--- src/verilog/frame_pkg.sv ---
// frame_pkg: constants for the serial command frame decoder
// assumes: one 25 MHz clock, synchronous active-high reset
package frame_pkg;
	// ********************************
	// frame layout
	// ********************************
	localparam int FRAME_BITS    = 24;
	localparam int DIR_POS       = 23;
	localparam int ZERO_POS      = 22;
	localparam int SEL_HI        = 21;
	localparam int SEL_LO        = 19;
	localparam int ADDR_HI       = 18;
	localparam int ADDR_LO       = 16;
	localparam int DATA_HI       = 15;
	localparam int DATA_W        = 16;
	localparam int CODE_HI       = 15;
	localparam int CODE_LO       = 4;
	localparam int CODE_W        = 12;
	localparam int NUM_CH        = 4;
	localparam int CNT_W         = 5;
	localparam logic [4:0] CNT_FULL = 5'h18;
	// ********************************
	// target selects and channel addresses
	// ********************************
	localparam logic [2:0] SEL_CODE  = 3'h0;
	localparam logic [2:0] SEL_RANGE = 3'h1;
	localparam logic [2:0] SEL_POWER = 3'h2;
	localparam logic [2:0] SEL_CTRL  = 3'h3;
	localparam logic [2:0] ADDR_ALL  = 3'h4;
	// ********************************
	// coding
	// ********************************
	localparam logic [1:0] COD_OFFSET = 2'h0;
	localparam logic [1:0] COD_TWOS   = 2'h1;
	localparam logic [1:0] COD_STRAIGHT = 2'h2;
	localparam logic [11:0] CODE_OFFSET = 12'h800;
	localparam logic [15:0] REG_RESET   = 16'h0000;
	typedef enum logic [1:0] {
		ST_IDLE  = 2'b01,
		ST_SHIFT = 2'b10
	} rx_state_t;
endpackage : frame_pkg

--- src/verilog/code_convert.sv ---
// code_convert: maps a 12-bit channel code to a signed level
// assumes: coding select is stable while the code is used
`timescale 1ns/1ps
module code_convert (
	input  wire logic [1:0]          coding,
	input  wire logic [11:0]         code,
	output logic signed [12:0]       level
);
	import frame_pkg::*;
	always_comb begin
		case (coding)
			COD_OFFSET:   level = $signed({1'b0, code}) - $signed({1'b0, CODE_OFFSET}); // RQ9
			COD_TWOS:     level = $signed({code[11], code});                             // RQ10
			default:      level = $signed({1'b0, code});                                 // RQ11
		endcase
	end
endmodule : code_convert

--- src/verilog/frame_decoder.sv ---
// frame_decoder: receives and executes 24-bit serial command frames
// assumes: serial_data_in and frame_sel_n synchronous to ref_clk, shift_en marks a bit
// assumes: frame_sel_n returns high for at least one cycle between frames
// assumes: coding is a static strap, clk_en held high to run
// Functional notes
// RQ1: frames are exactly 24 bits, shifted in
// RQ2: host sends bit 22 as zero
// RQ3: bits arrive most significant bit first
// RQ4: bit 23 selects read or write
// RQ5: bits 21-19 select target register
// RQ6: bits 18-16 select channel or all
// RQ7: bits 15-0 are the data field
// RQ8: every target writable and readable back
// RQ9: offset binary code minus 2048
// RQ10: twos complement code is signed
// RQ11: unipolar code is straight binary
// RQ12: channel code sits in bits 15-4
// RQ13: act only on full frame at deselect
`timescale 1ns/1ps
module frame_decoder (
	input  wire logic                          ref_clk,
	input  wire logic                          sys_rst,
	input  wire logic                          clk_en,
	input  wire logic                          frame_sel_n,
	input  wire logic                          shift_en,
	input  wire logic                          serial_data_in,
	input  wire logic [1:0]                    coding,
	output logic [frame_pkg::CODE_W-1:0]       ch_code [frame_pkg::NUM_CH],
	output logic signed [12:0]                 ch_level [frame_pkg::NUM_CH],
	output logic [frame_pkg::DATA_W-1:0]       range_reg,
	output logic [frame_pkg::DATA_W-1:0]       power_reg,
	output logic [frame_pkg::DATA_W-1:0]       ctrl_reg,
	output logic [frame_pkg::DATA_W-1:0]       read_data,
	output logic                               read_valid,
	output logic                               frame_done,
	output logic                               frame_error
);
	import frame_pkg::*;

	// ********************************
	// receive state
	// ********************************
	rx_state_t               state_r, state_nxt;
	logic [FRAME_BITS-1:0]   shift_r, shift_nxt;
	logic [CNT_W-1:0]        cnt_r, cnt_nxt;
	logic                    exec;
	logic                    bad;

	always_comb begin
		state_nxt = state_r;
		shift_nxt = shift_r;
		cnt_nxt   = cnt_r;
		exec      = 1'b0;
		bad       = 1'b0;
		case (state_r)
			ST_IDLE: begin
				cnt_nxt = '0;
				if (!frame_sel_n) begin
					state_nxt = ST_SHIFT;
					if (shift_en) begin
						shift_nxt = {shift_r[FRAME_BITS-2:0], serial_data_in}; // RQ3
						cnt_nxt   = 5'h01;
					end
				end
			end
			ST_SHIFT: begin
				if (frame_sel_n) begin
					state_nxt = ST_IDLE;
					cnt_nxt   = '0;
					if (cnt_r == CNT_FULL) begin
						exec = 1'b1; // RQ13
					end else begin
						bad = 1'b1; // RQ13
					end
				end else if (shift_en) begin
					shift_nxt = {shift_r[FRAME_BITS-2:0], serial_data_in}; // RQ1 RQ3
					if (cnt_r != 5'h1f) begin
						cnt_nxt = cnt_r + 5'h01;
					end
				end
			end
			default: begin
				state_nxt = ST_IDLE;
				cnt_nxt   = '0;
			end
		endcase
	end

	// ********************************
	// receive registers
	// ********************************
	always_ff @(posedge ref_clk) begin
		if (sys_rst) begin
			state_r <= ST_IDLE;
			shift_r <= '0;
			cnt_r   <= '0;
		end else if (clk_en) begin
			state_r <= state_nxt;
			shift_r <= shift_nxt;
			cnt_r   <= cnt_nxt;
		end
	end

	// ********************************
	// field decode
	// ********************************
	logic              is_read;
	logic [2:0]        sel;
	logic [2:0]        addr;
	logic [DATA_W-1:0] data;
	assign is_read = shift_r[DIR_POS];          // RQ4
	assign sel     = shift_r[SEL_HI:SEL_LO];     // RQ5
	assign addr    = shift_r[ADDR_HI:ADDR_LO];   // RQ6
	assign data    = shift_r[DATA_HI:0];         // RQ7

	// ********************************
	// command decode
	// ********************************
	logic              wr_en;
	logic              rd_en;
	assign wr_en   = exec && !is_read;           // RQ4
	assign rd_en   = exec && is_read;            // RQ4

	// ********************************
	// register store
	// ********************************
	logic [CODE_W-1:0] code_r [NUM_CH];
	logic [CODE_W-1:0] code_nxt [NUM_CH];
	logic [DATA_W-1:0] range_r, range_nxt, power_r, power_nxt, ctrl_r, ctrl_nxt;
	logic [DATA_W-1:0] rd_r, rd_nxt;
	logic              rv_r, rv_nxt, done_r, done_nxt, err_r, err_nxt;
	logic [1:0]        ch_idx;
	assign ch_idx = addr[1:0];

	// ********************************
	// channel codes
	// ********************************
	genvar g;
	generate
		for (g = 0; g < NUM_CH; g++) begin : g_ch
			always_comb begin
				code_nxt[g] = code_r[g];
				if (wr_en && sel == SEL_CODE && (addr == ADDR_ALL || addr == 3'(g))) begin
					code_nxt[g] = data[CODE_HI:CODE_LO]; // RQ12 RQ6
				end
			end
			always_ff @(posedge ref_clk) begin
				if (sys_rst) begin
					code_r[g] <= '0;
				end else if (clk_en) begin
					code_r[g] <= code_nxt[g];
				end
			end
			assign ch_code[g] = code_r[g];
			code_convert u_conv (
				.coding (coding),
				.code   (code_r[g]),
				.level  (ch_level[g])
			);
		end
	endgenerate

	// ********************************
	// register writes and readback
	// ********************************
	always_comb begin
		range_nxt = range_r;
		power_nxt = power_r;
		ctrl_nxt  = ctrl_r;
		rd_nxt    = rd_r;
		rv_nxt    = 1'b0;
		done_nxt  = exec;
		err_nxt   = bad;
		if (wr_en) begin // RQ8
			case (sel)
				SEL_RANGE: range_nxt = data;
				SEL_POWER: power_nxt = data;
				SEL_CTRL:  ctrl_nxt  = data;
				default:   range_nxt = range_r;
			endcase
		end
		if (rd_en) begin // RQ8
			rv_nxt = 1'b1;
			case (sel)
				SEL_CODE:  rd_nxt = {code_r[ch_idx], 4'h0};
				SEL_RANGE: rd_nxt = range_r;
				SEL_POWER: rd_nxt = power_r;
				SEL_CTRL:  rd_nxt = ctrl_r;
				default:   rd_nxt = '0;
			endcase
		end
	end

	always_ff @(posedge ref_clk) begin
		if (sys_rst) begin
			range_r <= REG_RESET;
			power_r <= REG_RESET;
			ctrl_r  <= REG_RESET;
			rd_r    <= '0;
			rv_r    <= 1'b0;
			done_r  <= 1'b0;
			err_r   <= 1'b0;
		end else if (clk_en) begin
			range_r <= range_nxt;
			power_r <= power_nxt;
			ctrl_r  <= ctrl_nxt;
			rd_r    <= rd_nxt;
			rv_r    <= rv_nxt;
			done_r  <= done_nxt;
			err_r   <= err_nxt;
		end
	end

	// ********************************
	// outputs
	// ********************************
	assign range_reg   = range_r;
	assign power_reg   = power_r;
	assign ctrl_reg    = ctrl_r;
	assign read_data   = rd_r;
	assign read_valid  = rv_r;
	assign frame_done  = done_r;
	assign frame_error = err_r;
endmodule : frame_decoder

--- config.mk ---
export PLATFORM = sky130hd
export DESIGN_NAME = frame_decoder
export DESIGN_NICKNAME = d
export VERILOG_FILES = /design/src/verilog/frame_pkg.sv /design/src/verilog/code_convert.sv /design/src/verilog/frame_decoder.sv
export SDC_FILE = /design/constraint.sdc
export NUM_CORES = 1
export LEC_CHECK = 0
export BUFFER_PORTS_ARGS = -buffer_cell sky130_fd_sc_hd__buf_2
export CORE_MARGIN = 2
export CORE_UTILIZATION = 45
export CTS_CLUSTER_DIAMETER = 80
export DETAILED_ROUTE_END_ITERATION = 6
export PLACE_DENSITY = 0.8
export RECOVER_POWER = 100
export SLEW_MARGIN = 20
export SYNTH_ARGS = -nofsm -noshare
export SYNTH_HDL_FRONTEND = slang
export SYNTH_SLANG_ARGS = --single-unit
--- constraint.sdc ---
create_clock -name ref_clk -period 5.2 [get_ports ref_clk]
set_clock_uncertainty 0.1 [all_clocks]
set_input_delay 1.04 -clock ref_clk [delete_from_list [all_inputs] [get_ports ref_clk]]
set_output_delay 1.04 -clock ref_clk [all_outputs]
set_load 0.03 [all_outputs]
# [After elaboration in Yosys (flattened, before gate mapping)]
# Memory sizes are Yosys's and may differ from the RTL's. A register that Yosys moved wholly into a read port is not among the register bits.
# Cells that the tools add are included.
[classes] n_reduce_logical=23 n_mux=36 n_addsub=5 bitwise_logic=5 n_eq_ne=16
[ops] cell="$pmux 13 s2" count=4
[ops] cell="$mux 12" count=8
[ops] cell="$pmux 16 s4" count=1
[ops] cell="$sub 12x12->13 const B" count=4
[ops] cell="$mux 5" count=3
[ops] cell="$reduce_and 3->1" count=5
[ops] cell="$mux 1" count=14
[ops] cell="$eq 3x2->1 const B" count=4
[ops] cell="$pmux 5 s2" count=1
[ops] cell="$mux 2" count=4
[ops] cell="$logic_and 1x1->1" count=7
[ops] cell="$eq 3x1->1 const B" count=2
[ops] cell="$logic_not 3->1" count=2
[ops] cell="$ne 3x3->1 const B" count=2
[ops] cell="$add 5x1->5 const B" count=1
[ops] cell="$eq 5x5->1 const B" count=1
[ops] cell="$ne 5x5->1 const B" count=1
[ops] cell="$eq 2x1->1 const B" count=2
[ops] cell="$logic_or 1x1->1" count=4
[ops] cell="$ne 2x2->1 const B" count=2
[ops] cell="$or 1x1->1" count=4
[ops] cell="$pmux 2 s2" count=1
[ops] cell="$reduce_and 4->1" count=1
[ops] cell="$eq 3x3->1 const B" count=1
[ops] cell="6 further kinds" count=6
[totals] memories=1 mem_bits_rw=48 reg_bits=98 input_bits=8
[memory_table] memory="code_r" depth=4 word_bits=12 read_ports=5 rd_clocked_by_memory_dff=1 write_ports=4 line="frame_decoder.sv:127" source="logic [CODE_W-1:0] code_r [NUM_CH];"

# [Longest topological paths before layout]
[logic_depth] word_depth=9 depth_mapped=9 ltp_nobuf=7

# [By module]
# Synthesis repeated with hierarchy kept, for this count alone.
[unflattened] hier_cells=612 area_unflattened_um2=6466.2
[by_module_without_submodules] mod="frame_decoder" instances=1 cells_each=552 seq_area_each_um2=3443.3 area_each_um2=6025.8
[by_module_without_submodules] mod="code_convert" instances=4 cells_each=15 seq_area_each_um2=0.0 area_each_um2=110.1

# [Worst setup path before layout]
# Ideal clock, no wire load.
[synth_timing] path_kind="in2out" startpoint="input port coding[0]" endpoint="output port ch_level[11] in the netlist's numbering" n_path_buf=1 path_stages=3 setup_slack_ps=2030 t_arrival_ps=2030 t_required_ps=4060 cell_sequence="clkbuf_1 -> nor2_1 -> xor2_1"
[synth_rtl] element="from (decl)" line="frame_decoder.sv:27" source="input wire logic [1:0] coding,"
[synth_rtl] element="to (decl)" line="frame_decoder.sv:29" source="output logic signed [12:0] ch_level [frame_pkg::NUM_CH],"

==> run metrics <==
Hold Crit Depth 2; clk sinks roughly 150; outcome complete, no violations; Port-buffer cells 174; chip width approximately 120 um; # DRC 0; synthesized area per cell roughly 10 um2; Hold Crit Start shift_r[22]; FF-to-FF Start state_r[0]; FF-to-FF path depth 6; Area growth syn-to-layout 14.5%; post-route cell area about 7300 um2; synth top area cells dfxtp_1 31%, edfxtp_1 23%, mux2i_1 8.8%; CP startpoint kind input port; CTS tree done; Max Clk Rate 290 MHz; share of cells above drive strength 1 between 7 and 8%; die height between 100 and 150 um; row cnt 43; Synth Register Bits 148; Crit. End Element register; cts repair resizes 0; pwr dens between 300 and 400 nW/um2; DP HPWL around 11 mm; Post-synth EDFFs 48; Top reg by flops code_r; met2 usage between 30% and 40%; reg2reg setup slack between 2 and 2.5 ns; Main synth FF type dfxtp_1; Die Area 15200 um2; Crit path required time ~5.1 ns; placed cells 897; max FFs per register 48; wire per inst ~17 um; drt first pass iters 5; Total Power between 2000 and 3000 uW; most frequent cells in the layout 172 x clkbuf_1, 100 x nand2_1, 100 x dfxtp_1; Layout Utilization between 50% and 60%; hold crit path type reg2reg; Yosys cell types 48; Routed WL roughly 16 mm; Max Cap Violations 0; Root Buffer Master clkbuf_16; maximum vdd drop around 180 uV; Non-Filler Instances about 930; area of the core around 14000 um2; GR peak layer met2; Total Routing Usage GR 20.6%; Final Setup Violations 0; Mapped Cells a little over 600; CP max FO 14; largest registers code_r: 48 flops, shift_r: 24 flops; Post-CTS Setup Inserts 0; leakage dissipation approximately 0.0026 uW; antenna violations before repair 0; GR Overflow Total 0; Ant. Diodes 0; Syn Std Cell Area between 6000 and 7000 um2; First DRT Iteration DRCs ~460; Initial Util a little under half; routing usage on met1 approximately a quarter; pin count of the biggest net entering global routing 89; Clock Latency Late Sink approximately 0.42 ns; placed cell areas 7040 um2; met3 Usage GRT under 10%; final hold violation count 0; RSZ-0062 raised after global routing false; fin crit share between 60 and 70%; DR vias/cell about 5.4; Clock Pin Slew Worst Setup and Hold Paths approximately 0.060 ns; post-synth top area cell dfxtp_1; io pins 175; Final ANT Viol Nets 0; Worst-Margin Slew 1.25 ns; min cycle time layout between 3 and 4 ns; first-pass GRT wire length 23.5 mm; most common cell after layout, fill and taps aside clkbuf_1; # hold bufs at CTS 0; Clock Path Buffers 2; Syn Nets approximately 640; share of flip-flops with an asynchronous set or reset 0%; Setup CP Type in2reg; htree depth 4; Final #Nets approximately 750; Syn. warnings 0; terminus of the critical flop-to-flop path shift_r[16]; vias in the first global route about 4300; GPL Wtd Cong ~0.87; Final Max Slew Viols 0; setup TNS 0 ns; Slew headroom 15.3%; register area share after synthesis between 50% and 60%; Worst EP arrival roughly 3.4 ns; Worst Hold Path EP shift_r[23]; CTS buffer count 17; via count 4991; Synth top area share 31.3%
-- synthesized netlist by cell type (12+ instances only) --
cell	n
dfxtp_1	100
nand2_1	100
mux2i_1	56
buf_4	49
a21oi_1	48
edfxtp_1	48
nor2_1	41
clkbuf_1	26
mux2_2	16
a221oi_1	13
o22ai_1	13
and2_1	12
-- worst max path at each step --
stage / from / endpoint / slack (ns) / cells after the start
floorplan: coding[0] / ch_level[11] / 2.03 / 3
global placement: clk_en / code_r[2][4] / 1.74 / 4
detailed placement: clk_en / code_r[2][7] / 1.59 / 4
CTS: clk_en / code_r[2][9] / 2.00 / 4
global route: clk_en / code_r[2][9] / 1.57 / 4
finish: clk_en / code_r[2][9] / 1.75 / 4
-- per-stage QoR --
stage	setup WS, ns	hold WS [ns]
after floorplan	2.03	0.332
after global placement	1.74	0.334
after detailed placement	1.59	0.342
after CTS	2.00	0.351
after global routing	1.57	0.364
final	1.75	0.351
-- cell families after synthesis --
logic type                 count (synthesis)  synth area share (%)
and+or+nand+nor                          186                  13.3
DFF                                      148                  53.8
AOI/OAI and AO/OA                        111                  10.7
buffers and inverters                     93                  8.60
muxes                                     72                  11.6
xor gates and xnor gates                   8                  1.09
adders and majority gates                  5                 0.977
-- final cells by class --
type / instances / area (um2)
clock buffer: 19 / 443
clock inverter: 13 / 113
fill: 1321 / 6550
inverter: 7 / 26.3
multi-input combinational: 382 / 2390
sequential: 148 / 3440
tap: 180 / 225
timing repair buffer: 180 / 697
-- where the power goes --
part	switching [uW]	leakage [uW]	internal, uW
logic	121	0.000994	30.7
clock network	502	0.000258	637
registers	15.4	0.00130	1210
total	638	0.00255	1880
-- worst max-delay path, cell delays in order --
cell      delay [ns]
clkbuf_1        0.39
nor2b_1         0.68
nand3_1         0.25
o21bai_1        1.00
-- layer usage --
metal | vias up | share of wire, %
met1 | 2373 | 43
met3 | 26 | 7.5
met5 | - | 0
met4 | 0 | 2.1
met2 | 223 | 48
li1 | 2369 | -
No activity file was read; power rests on OpenSTA's default activity.
